===== src/rtl/ctp_timers_map.svh =====
// register map, field positions and reset values of the timer pair
`ifndef CTP_TIMERS_MAP_SVH
`define CTP_TIMERS_MAP_SVH
// ----------------------------------------
// byte offsets
// ----------------------------------------
`define CTP_OFS_CTRL 8'h00
`define CTP_OFS_CNT0 8'h04
`define CTP_OFS_CNT1 8'h08
`define CTP_OFS_STAT 8'h0C
`define CTP_OFS_MASK 8'h10
// ----------------------------------------
// control field positions
// ----------------------------------------
`define CTP_CTL_RUN 0
`define CTP_CTL_GATE 2
`define CTP_CTL_POL 4
`define CTP_CTL_MODE 8
// ----------------------------------------
// reset values and responses
// ----------------------------------------
`define CTP_RST_CTL 12'h000
`define CTP_RST_CNT 16'h0000
`define CTP_RST_MASK 2'h0
`define CTP_RESP_OKAY 2'h0
`define CTP_RESP_SLVERR 2'h2
`endif


===== src/rtl/ctp_pkg.sv =====
// types of the timer pair
package ctp_pkg;
  typedef enum logic [1:0] {
    CTP_MODE13,
    CTP_MODE16,
    CTP_MODE8R,
    CTP_STOP
  } ctp_mode_type;
  typedef logic [15:0] ctp_cnt_type;
endpackage : ctp_pkg


===== src/rtl/ctp_timers.sv =====
// timer 0 and timer 1 counter/timers with axi4-lite registers
//
// The implementer's own choices: the register offsets and register access over AXI4-Lite.
`include "ctp_timers_map.svh"
module ctp_timers (
  input wire logic CLK,
  input wire logic RESET,
  input wire logic EXT_INPUT0,
  input wire logic EXT_INPUT1,
  output logic IRQ,
  input wire logic [7:0] S_AXI_AWADDR,
  input wire logic S_AXI_AWVALID,
  output logic S_AXI_AWREADY,
  input wire logic [31:0] S_AXI_WDATA,
  input wire logic [3:0] S_AXI_WSTRB,
  input wire logic S_AXI_WVALID,
  output logic S_AXI_WREADY,
  output logic [1:0] S_AXI_BRESP,
  output logic S_AXI_BVALID,
  input wire logic S_AXI_BREADY,
  input wire logic [7:0] S_AXI_ARADDR,
  input wire logic S_AXI_ARVALID,
  output logic S_AXI_ARREADY,
  output logic [31:0] S_AXI_RDATA,
  output logic [1:0] S_AXI_RRESP,
  output logic S_AXI_RVALID,
  input wire logic S_AXI_RREADY
);
  import ctp_pkg::*;

  // ----------------------------------------
  // declarations
  // ----------------------------------------
  logic [1:0] sync1_ff, sync2_ff;
  logic aw_hold_ff, nxt_aw_hold, w_hold_ff, nxt_w_hold;
  logic [7:0] awaddr_ff, nxt_awaddr;
  logic [31:0] wdata_ff, nxt_wdata;
  logic [3:0] wstrb_ff, nxt_wstrb;
  logic bvalid_ff, nxt_bvalid, rvalid_ff, nxt_rvalid;
  logic [1:0] bresp_ff, nxt_bresp, rresp_ff, nxt_rresp;
  logic [31:0] rdata_ff, nxt_rdata;
  logic [11:0] ctl_ff, nxt_ctl;
  ctp_cnt_type cnt_ff [2];
  ctp_cnt_type nxt_cnt [2];
  logic [1:0] stat_ff, nxt_stat, mask_ff, nxt_mask;
  logic irq_ff, nxt_irq;
  logic do_wr, rd_take;
  logic [1:0] en, set_ovf, wr_cnt;
  ctp_mode_type mode [2];

  function automatic logic [31:0] merge(input logic [31:0] old, input logic [31:0] dat,
                                        input logic [3:0] strb);
    logic [31:0] res;
    res = old;
    for (int b = 0; b < 4; b++) begin
      if (strb[b]) begin
        res[b*8 +: 8] = dat[b*8 +: 8];
      end
    end
    return res;
  endfunction

  // ----------------------------------------
  // external input synchronisers
  // ----------------------------------------
  always_ff @(posedge CLK) begin
    if (RESET) begin
      sync1_ff <= 2'h0;
      sync2_ff <= 2'h0;
    end else begin
      sync1_ff <= {EXT_INPUT1, EXT_INPUT0};
      sync2_ff <= sync1_ff;
    end
  end

  // ----------------------------------------
  // axi4-lite handshake
  // ----------------------------------------
  assign S_AXI_AWREADY = !aw_hold_ff && !bvalid_ff;
  assign S_AXI_WREADY = !w_hold_ff && !bvalid_ff;
  assign S_AXI_ARREADY = !rvalid_ff;
  assign S_AXI_BVALID = bvalid_ff;
  assign S_AXI_BRESP = bresp_ff;
  assign S_AXI_RVALID = rvalid_ff;
  assign S_AXI_RRESP = rresp_ff;
  assign S_AXI_RDATA = rdata_ff;
  assign IRQ = irq_ff;
  assign do_wr = aw_hold_ff && w_hold_ff;
  assign rd_take = S_AXI_ARVALID && !rvalid_ff;

  always_comb begin
    nxt_aw_hold = aw_hold_ff;
    nxt_w_hold = w_hold_ff;
    nxt_awaddr = awaddr_ff;
    nxt_wdata = wdata_ff;
    nxt_wstrb = wstrb_ff;
    nxt_bvalid = bvalid_ff;
    nxt_bresp = bresp_ff;
    nxt_rvalid = rvalid_ff;
    nxt_rresp = rresp_ff;
    nxt_rdata = rdata_ff;
    if (S_AXI_AWVALID && S_AXI_AWREADY) begin
      nxt_aw_hold = 1'b1;
      nxt_awaddr = S_AXI_AWADDR;
    end
    if (S_AXI_WVALID && S_AXI_WREADY) begin
      nxt_w_hold = 1'b1;
      nxt_wdata = S_AXI_WDATA;
      nxt_wstrb = S_AXI_WSTRB;
    end
    if (do_wr) begin
      nxt_aw_hold = 1'b0;
      nxt_w_hold = 1'b0;
      nxt_bvalid = 1'b1;
      unique case (awaddr_ff)
        `CTP_OFS_CTRL, `CTP_OFS_CNT0, `CTP_OFS_CNT1, `CTP_OFS_STAT,
        `CTP_OFS_MASK: nxt_bresp = `CTP_RESP_OKAY;
        default: nxt_bresp = `CTP_RESP_SLVERR;
      endcase
    end else if (bvalid_ff && S_AXI_BREADY) begin
      nxt_bvalid = 1'b0;
    end
    if (rd_take) begin
      nxt_rvalid = 1'b1;
      nxt_rresp = `CTP_RESP_OKAY;
      unique case (S_AXI_ARADDR)
        `CTP_OFS_CTRL: nxt_rdata = {20'h00000, ctl_ff};
        `CTP_OFS_CNT0: nxt_rdata = {16'h0000, cnt_ff[0]};
        `CTP_OFS_CNT1: nxt_rdata = {16'h0000, cnt_ff[1]};
        `CTP_OFS_STAT: nxt_rdata = {30'h00000000, stat_ff};
        `CTP_OFS_MASK: nxt_rdata = {30'h00000000, mask_ff};
        default: begin
          nxt_rdata = 32'h00000000;
          nxt_rresp = `CTP_RESP_SLVERR;
        end
      endcase
    end else if (rvalid_ff && S_AXI_RREADY) begin
      nxt_rvalid = 1'b0;
    end
  end

  always_ff @(posedge CLK) begin
    if (RESET) begin
      aw_hold_ff <= 1'b0;
      w_hold_ff <= 1'b0;
      awaddr_ff <= 8'h00;
      wdata_ff <= 32'h00000000;
      wstrb_ff <= 4'h0;
      bvalid_ff <= 1'b0;
      bresp_ff <= `CTP_RESP_OKAY;
      rvalid_ff <= 1'b0;
      rresp_ff <= `CTP_RESP_OKAY;
      rdata_ff <= 32'h00000000;
    end else begin
      aw_hold_ff <= nxt_aw_hold;
      w_hold_ff <= nxt_w_hold;
      awaddr_ff <= nxt_awaddr;
      wdata_ff <= nxt_wdata;
      wstrb_ff <= nxt_wstrb;
      bvalid_ff <= nxt_bvalid;
      bresp_ff <= nxt_bresp;
      rvalid_ff <= nxt_rvalid;
      rresp_ff <= nxt_rresp;
      rdata_ff <= nxt_rdata;
    end
  end

  // ----------------------------------------
  // timers, status and mask
  // ----------------------------------------
  always_comb begin
    logic [12:0] sum13;
    sum13 = 13'h0000;
    nxt_ctl = ctl_ff;
    nxt_mask = mask_ff;
    set_ovf = 2'h0;
    for (int i = 0; i < 2; i++) begin
      nxt_cnt[i] = cnt_ff[i];
      mode[i] = ctp_mode_type'(ctl_ff[`CTP_CTL_MODE + 2*i +: 2]);
      // same run/gate qualification in every mode
      en[i] = ctl_ff[`CTP_CTL_RUN + i] &&
              (!ctl_ff[`CTP_CTL_GATE + i] || (sync2_ff[i] == ctl_ff[`CTP_CTL_POL + i]));
      wr_cnt[i] = do_wr && (awaddr_ff == ((i == 0) ? `CTP_OFS_CNT0 : `CTP_OFS_CNT1));
      if (en[i]) begin
        unique case (mode[i])
          CTP_MODE13: begin
            sum13 = 13'({cnt_ff[i][15:8], cnt_ff[i][4:0]} + 13'h0001);
            set_ovf[i] = ({cnt_ff[i][15:8], cnt_ff[i][4:0]} == 13'h1FFF);
            nxt_cnt[i] = {sum13[12:5], cnt_ff[i][7:5], sum13[4:0]};
          end
          CTP_MODE16: begin
            // full 16-bit count, wraps to zero without reload
            set_ovf[i] = (cnt_ff[i] == 16'hFFFF);
            nxt_cnt[i] = cnt_ff[i] + 16'h0001;
          end
          CTP_MODE8R: begin
            // low byte counts, high byte left untouched
            if (cnt_ff[i][7:0] == 8'hFF) begin
              set_ovf[i] = 1'b1;
              nxt_cnt[i][7:0] = cnt_ff[i][15:8];
            end else begin
              nxt_cnt[i][7:0] = cnt_ff[i][7:0] + 8'h01;
            end
          end
          CTP_STOP: begin
            nxt_cnt[i] = cnt_ff[i];
          end
        endcase
      end
      if (wr_cnt[i]) begin
        nxt_cnt[i] = 16'(merge({16'h0000, cnt_ff[i]}, wdata_ff, wstrb_ff));
      end
    end
    if (do_wr && awaddr_ff == `CTP_OFS_CTRL) begin
      nxt_ctl = 12'(merge({20'h00000, ctl_ff}, wdata_ff, wstrb_ff));
    end
    if (do_wr && awaddr_ff == `CTP_OFS_MASK) begin
      nxt_mask = 2'(merge({30'h00000000, mask_ff}, wdata_ff, wstrb_ff));
    end
    // read clears, a new overflow in the same cycle wins
    nxt_stat = ((rd_take && S_AXI_ARADDR == `CTP_OFS_STAT) ? 2'h0 : stat_ff) | set_ovf;
    nxt_irq = |(nxt_stat & nxt_mask);
  end

  always_ff @(posedge CLK) begin
    if (RESET) begin
      ctl_ff <= `CTP_RST_CTL;
      cnt_ff[0] <= `CTP_RST_CNT;
      cnt_ff[1] <= `CTP_RST_CNT;
      stat_ff <= 2'h0;
      mask_ff <= `CTP_RST_MASK;
      irq_ff <= 1'b0;
    end else begin
      ctl_ff <= nxt_ctl;
      cnt_ff[0] <= nxt_cnt[0];
      cnt_ff[1] <= nxt_cnt[1];
      stat_ff <= nxt_stat;
      mask_ff <= nxt_mask;
      irq_ff <= nxt_irq;
    end
  end
endmodule // ctp_timers


===== config.mk =====
export PLATFORM = sky130hd
export DESIGN_NAME = ctp_timers
export DESIGN_NICKNAME = d
export VERILOG_FILES = /design/src/rtl/ctp_pkg.sv /design/src/rtl/ctp_timers.sv
export VERILOG_INCLUDE_DIRS = /design/src /design/src/rtl
export SDC_FILE = /design/constraint.sdc
export NUM_CORES = 1
export LEC_CHECK = 0
export BUFFER_PORTS_ARGS = -buffer_cell sky130_fd_sc_hd__buf_2
export CORE_MARGIN = 2
export CORE_UTILIZATION = 60
export DETAILED_ROUTE_END_ITERATION = 8
export GPL_TIMING_DRIVEN = 1
export PLACE_DENSITY = 0.9
export SYNTH_ARGS = -nofsm -noshare
export SYNTH_HDL_FRONTEND = slang
export SYNTH_SLANG_ARGS = --single-unit

===== constraint.sdc =====
create_clock -name CLK -period 3.4 [get_ports CLK]
set_input_delay 0.51 -clock CLK [delete_from_list [all_inputs] [get_ports CLK]]
set_output_delay 0.51 -clock CLK [all_outputs]
set_load 0.02 [all_outputs]

==> key figures, run 1 <==
Outcome
  – Status: finished, final reports clean

Cells and area
  – Fin nets: 821
  – N_diodes: 0
  – Area grow syn2layout: 8.563%
  – Post-route cell area: 6060 sq um
  – Layout cells sized above 1: about 14%

Clock network
  – Clock latency on the worst-skew pair: 380 ps
  – CTS max path bufs: 2
  – Reg clk slew, reported paths: 110 ps
  – Gates resized, CTS repair: 0
  – # hold bufs at CTS: 0
  – CTS tree: yes
  – H-tree levels: 3
  – Post-CTS setup buffer count: 0
  – CTS buffer count: 9
  – Root cell of the clock tree: clkbuf_8
  – CTS Sinks: about 100

STA
  – Slew Limit Fails: 0
  – Max_slew headroom: between 40% and 50%
  – Crit share post-route: 72.23%
  – Tmin final: about 2500 ps
  – Hold Fails Final Rpt: 0
  – Worst Clk Skew: 11.07 ps
  – Final setup vio count: 0
  – Setup TNS: 0 ps
  – RSZ-0062 raised after global routing: false
  – Fmax: just over 400 MHz
  – Slew @ Worst Pin: approximately 890 ps

Floorplan
  – Die H: 100.5 um
  – IO Pins: ~100
  – Std-Cell Rows: 35
  – Die area: 10090 sq um
  – Die X: around 100 um
  – Effective utilization at floorplan: a little over 60%
  – Core area: 9153 sq um

Drt
  – Initial DRC count: around 570
  – Routed WL: about 15 mm
  – First-pass detailed-route iteration total: 6
  – DR WL/cell: approximately 18 um
  – Remaining DRCs: 0
  – Vias per cell: 6.336
  – Antenna viol nets, final: 0
  – Routed via count: 5474

Global routing
  – Vias in the first global route: 5045
  – All-Layer GR Usage: 30.66%
  – Remaining global-route overflow: 0
  – First-pass GRT wire length: around 25 mm
  – Pin count of the biggest net entering global routing: 44
  – Initial antenna violation count: 0

Worst setup path
  – R2R setup slack: 940 ps
  – Crit-path max FO: 13
  – Cells on worst reg2reg path: 5
  – Critical R2R Launch: awaddr_ff[0]
  – CP endpoint kind: flip-flop
  – Critical Path AT: 2710 ps
  – Crit path required time: 3650 ps
  – Critical R2R Capture: cnt_ff[0][11]
  – Crit path kind: reg2reg
  – Worst setup SP type: flip-flop

Synthesis
  – EDFF count, synth: 0
  – Multiplexer area fraction after synthesis: 5.671%
  – FF+latch count, synth: 101
  – Synth cell types: 68
  – Syn_area_per_cell: 7.895 sq um
  – Synthesized area: about 5600 sq um
  – Synth Area in Compound Gates: between 20% and 30%
  – Main synth FF type: dfxtp_1
  – Largest family of logic cells by synthesized area: simple AND/OR/NAND/NOR gates
  – Post-synthesis adder-cell area fraction: 2.690%
  – Synth Area in XOR/XNOR: 1.883%
  – Post-synthesis instance total: 707
  – Post-Synth Simple-Gate Area: about a quarter
  – Post-synthesis sequential area ratio: 36.23%
  – Synthesis Warnings: 0
  – Async set-reset flop share out of synthesis: 0%

Place
  – Number of I/O port buffers: 66
  – Cell Area, Placed: a little under 6000 sq um
  – Dpl hpwl: around 11 mm
  – RePlAce Congestion: 0.9670

Hold path
  – Hold Path End: S_AXI_RVALID
  – Worst hold stages: 2
  – Hold WC Path Type: in2reg
  – Hold path start: S_AXI_RREADY

Flow run
  – Max-Cap Viols: 0

Pwr
  – Lkg Pwr: roughly 0.0024 uW
  – Max rail drop VDD: about 270 uV
  – Total power: 2202 uW
  – Ratio of total power to cell area: 363.4 nW/um^2
placed cells by master, fill, tap and decap left out, types with 8 or more instances in the layout:
| cell type | n |
|---|---|
| nand2_1 | 109 |
| dfxtp_1 | 101 |
| nor2_1 | 67 |
| buf_2 | 66 |
| a21oi_1 | 62 |
| o21ai_0 | 35 |
| mux2i_1 | 26 |
| nand3_1 | 25 |
| conb_1 | 18 |
| a22oi_1 | 17 |
| nor3_1 | 16 |
| nor2b_1 | 15 |
| inv_1 | 14 |
| a211oi_1 | 13 |
| ha_1 | 12 |
| clkbuf_8 | 9 |
| a31oi_1 | 8 |
worst max-delay path: stages, from the launching register on:
cell       delay (ps)
dfxtp_1           370
nor4_2            430
and4b_1           630
nor3_1            160
a21o_1            320
a2111oi_0         410
layer usage:
| metal | share of wire, % | GRT usage (%) | wire [um] | vias to the layer above |
|---|---|---|---|---|
| met5 | 0 | 0 | 0 | - |
| met4 | 2.9 | 12.64 | 437 | 0 |
| met3 | 9.2 | 3.953 | 1389 | 44 |
| met2 | 46 | 49.10 | 7036 | 332 |
| met1 | 42 | 42.02 | 6315 | 2519 |
| li1 | - | - | - | 2579 |
Yosys cell counts, types with 3 or more instances:
cell type,number,area [sq um]
a211o_1,5,43.79
nor2b_1,15,93.84
nor3_1,16,80.08
buf_1,5,18.77
buf_4,19,142.6
and2_1,5,31.28
nor2_1,67,251.5
xor2_1,6,52.55
nand3_1,25,125.1
o2bb2ai_1,3,26.28
nand2_1,109,409.1
o21ai_0,35,175.2
a311oi_1,4,35.03
o22ai_1,5,31.28
and3_1,7,43.79
or3_1,3,18.77
a21oi_1,62,310.3
o31ai_1,4,30.03
ha_1,12,150.1
a31oi_1,8,50.05
xnor2_1,6,52.55
o41ai_1,5,43.79
nand4_1,7,43.79
dfxtp_1,101,2022
clkbuf_1,28,105.1
a211oi_1,13,97.59
nand3b_1,7,52.55
buf_2,8,40.04
nand2b_1,5,31.28
mux2i_1,26,260.3
inv_1,14,52.55
a221oi_1,5,43.79
o211ai_1,3,22.52
a22o_1,6,52.55
a22oi_1,17,127.6
area by class of cell:
class	count	area [sq um]
clock buffers	9	123.9
clock inverters	7	66.31
fillers	753	3093
inverters	14	52.55
multi-input cells	548	3253
flip-flops and latches	101	2022
well taps	111	138.9
repair buffers	74	402.9
kinds of logic (layout without fill, tap and decap cells):
| group | Yosys count | after routing |
|---|---|---|
| and+or+nand+nor | 281 | 281 |
| AOI/OAI and AO/OA | 196 | 196 |
| DFF | 101 | 101 |
| buffers and inverters | 75 | 104 |
| muxes | 29 | 29 |
| adders and majority gates | 12 | 12 |
| xor gates and xnor gates | 12 | 12 |
| other | 1 | 18 |
sequential cells by signal (all words and copies together), names as in the netlist:
register      cells
IRQ               1
S_AXI_BRESP       1
S_AXI_BVALID      1
S_AXI_RDATA      16
S_AXI_RRESP       1
S_AXI_RVALID      1
aw_hold_ff        1
awaddr_ff         8
cnt_ff           32
ctl_ff           12
mask_ff           2
stat_ff           2
sync1_ff          2
sync2_ff          2
w_hold_ff         1
wdata_ff         16
wstrb_ff          2
metrics by stage:
stage	utilization [%]	cells	setup slack, ps	hold WS (ps)
global route	66.21	864	669.3	298.0
global placement	64.13	848	1051	414.3
floorplan	-	724	1323	413.8
detailed placement	64.13	848	1024	426.4
CTS	66.21	864	997.9	291.5
finish	66.21	864	944.3	299.5
worst max path at each step:
| stage | end | from | cells after the start |
|---|---|---|---|
| 2_1_floorplan | IRQ | S_AXI_ARADDR[6] | 5 |
| 3_3_place_gp | IRQ | S_AXI_ARADDR[6] | 7 |
| 3_5_place_dp | IRQ | S_AXI_ARADDR[6] | 7 |
| 4_1_cts | cnt_ff[0][11] | awaddr_ff[0] | 5 |
| 5_1_grt | cnt_ff[0][11] | awaddr_ff[0] | 5 |
| 6_report | cnt_ff[0][11] | awaddr_ff[0] | 5 |
power by group:
part	switching [uW]	total (uW)	leakage [uW]	internal, uW
logic	120	183	0.00147	63.0
clock network	479	764	0.0000914	284
registers	44.3	1260	0.000819	1210
Note: power is estimated with default switching activity, not from simulation.
==> inputs of run 2 (changes only) <==
- CORE_UTILIZATION: 60 -> 51
- PLACE_DENSITY: 0.9 -> 0.82
- clock period: 3.4 -> 2.12 ns (I/O delays scaled with it)
==> key figures, run 2 (synthesis gave the netlist of run 1 again) <==
Pwr
  – Ratio of total power to cell area: 559.0 nW/um^2
  – Lkg Pwr: between 0.002 and 0.003 uW
  – Max rail drop VDD: 368.9 uV

STA
  – Worst-case hold slack: 121.6 ps
  – Slew @ Worst Pin: between 900 and 1000 ps
  – Worst Clk Skew: between 10 and 15 ps
  – Fmax: 506.3 MHz
  – Slew Limit Fails: 0
  – Max_slew headroom: 38.69%
  – RSZ-0062 raised after global routing: true
  – Tmin final: 1975 ps
  – Final setup vio count: 0
  – Setup TNS: 0 ps
  – Crit share post-route: 93.16%
  – Hold Fails Final Rpt: 0

Worst setup path
  – Cells on worst reg2reg path: 8
  – Critical Path Start: ctl_ff[10]
  – Critical R2R Launch: ctl_ff[10]
  – Critical R2R Capture: cnt_ff[0][28]
  – Worst setup SP type: flip-flop
  – CP endpoint kind: flip-flop
  – Crit path kind: reg2reg
  – Crit-path max FO: 5
  – Critical Path AT: around 2300 ps
  – R2R setup slack: 150 ps
  – Crit path required time: 2410 ps

Global routing
  – Pin count of the biggest net entering global routing: between 50 and 60
  – All-Layer GR Usage: 28.41%
  – Remaining global-route overflow: 0
  – Initial antenna violation count: 0
  – Vias in the first global route: 5187
  – First-pass GRT wire length: 25.94 mm

Cells and area
  – Commonest non-fill, non-tap cells in the layout: nand2_1 (109), dfxtp_1 (101), nor2_1 (67)
  – Register with the most flip-flops: cnt_ff
  – Footprint of the multi-input gates: 3279 sq um
  – Largest register FFs: 32
  – Area grow syn2layout: 16.79%
  – Layout cells sized above 1: 19.73%
  – Fin cells: about 940
  – N_diodes: 0
  – Most common cell after layout, fill and taps aside: nand2_1
  – Register area: about 2000 sq um
  – # fillers: 983
  – Fin nets: 870

Clock network
  – Post-CTS setup buffer count: 0
  – CTS buffer count: 9
  – CTS tree: yes
  – Reg clk slew, reported paths: 100 ps
  – CTS max path bufs: 2
  – Clock latency on the worst-skew pair: 370 ps
  – # hold bufs at CTS: 0
  – Root cell of the clock tree: clkbuf_8
  – H-tree levels: 3
  – CTS Sinks: 101
  – Gates resized, CTS repair: 0

Drt
  – Routed via count: 5611
  – Initial DRC count: 610
  – Routed WL: 16.58 mm
  – First-pass detailed-route iteration total: 6
  – Vias per cell: 5.963
  – Antenna viol nets, final: 0
  – DR WL/cell: 17.62 um
  – Remaining DRCs: 0

Hold path
  – Hold Path End: S_AXI_RVALID
  – Worst hold stages: 2
  – Hold path start: S_AXI_RREADY
  – Hold WC Path Type: in2reg

Place
  – RePlAce Congestion: 0.9870
  – Inst Count DP: 926
  – Dpl hpwl: roughly 12 mm
  – Number of I/O port buffers: 66

Floorplan
  – Die area: 11800 sq um
  – Core area: approximately 11000 sq um
  – Die H: 108.6 um
  – Std-Cell Rows: 38
  – Die X: 108.6 um
  – IO Pins: a little over 100
  – Effective utilization at floorplan: just over 50%

Outcome
  – Status: finished, final reports clean

Flow run
  – Max-Cap Viols: 0
## run 2: metrics by stage
| stage | util [%] | power, uW | area, sq um | setup WS, ps |
|---|---|---|---|---|
| floorplan | - | 2257 | 5645 | 192.8 |
| global placement | 58.50 | 2351 | 6286 | 140.2 |
| detailed placement | 58.50 | 2366 | 6286 | 58.12 |
| CTS | 60.42 | 3647 | 6492 | 18.19 |
| global route | 60.67 | 3766 | 6519 | -34.35 |
| finish | 60.67 | 3644 | 6519 | 145.1 |
## run 2: layout make-up
type / instances / share of cell area [%]
flip-flops and latches: 101 / 31.02
repair buffers: 123 / 12.02
well taps: 140 / 2.687
clock inverters: 4 / 0.8445
inverters: 14 / 0.8061
clock buffers: 11 / 2.322
multi-input cells: 548 / 50.31
## run 2: critical path, stage by stage, from the launching register on
cell,delay (ps)
dfxtp_1,330
buf_4,150
inv_1,80
ha_1,180
o21ai_1,140
nand3b_1,300
nor3_2,210
mux2_2,350
nor3_1,150
## run 2: routing by layer
layer  up-vias  GRT usage (%)  routed length [um]
li1       2669              -                   -
met1      2637          38.13                7089
met2       259          45.94                7599
met3        46          4.603                1367
met4         0          10.90                 523
met5         -              0                   0
## run 2: report_power, final
part	switching, uW	internal (uW)	total, uW
clock network	700	611	1310
logic	212	116	328
registers	62.9	1940	2000
## run 2: worst max-delay path by stage
stage                               end  slack, ps
after floorplan           cnt_ff[0][29]        190
after global placement              IRQ        140
after detailed placement  cnt_ff[0][11]         60
after CTS                 cnt_ff[0][11]         20
after global routing      cnt_ff[0][11]        -30
final                     cnt_ff[0][28]        150
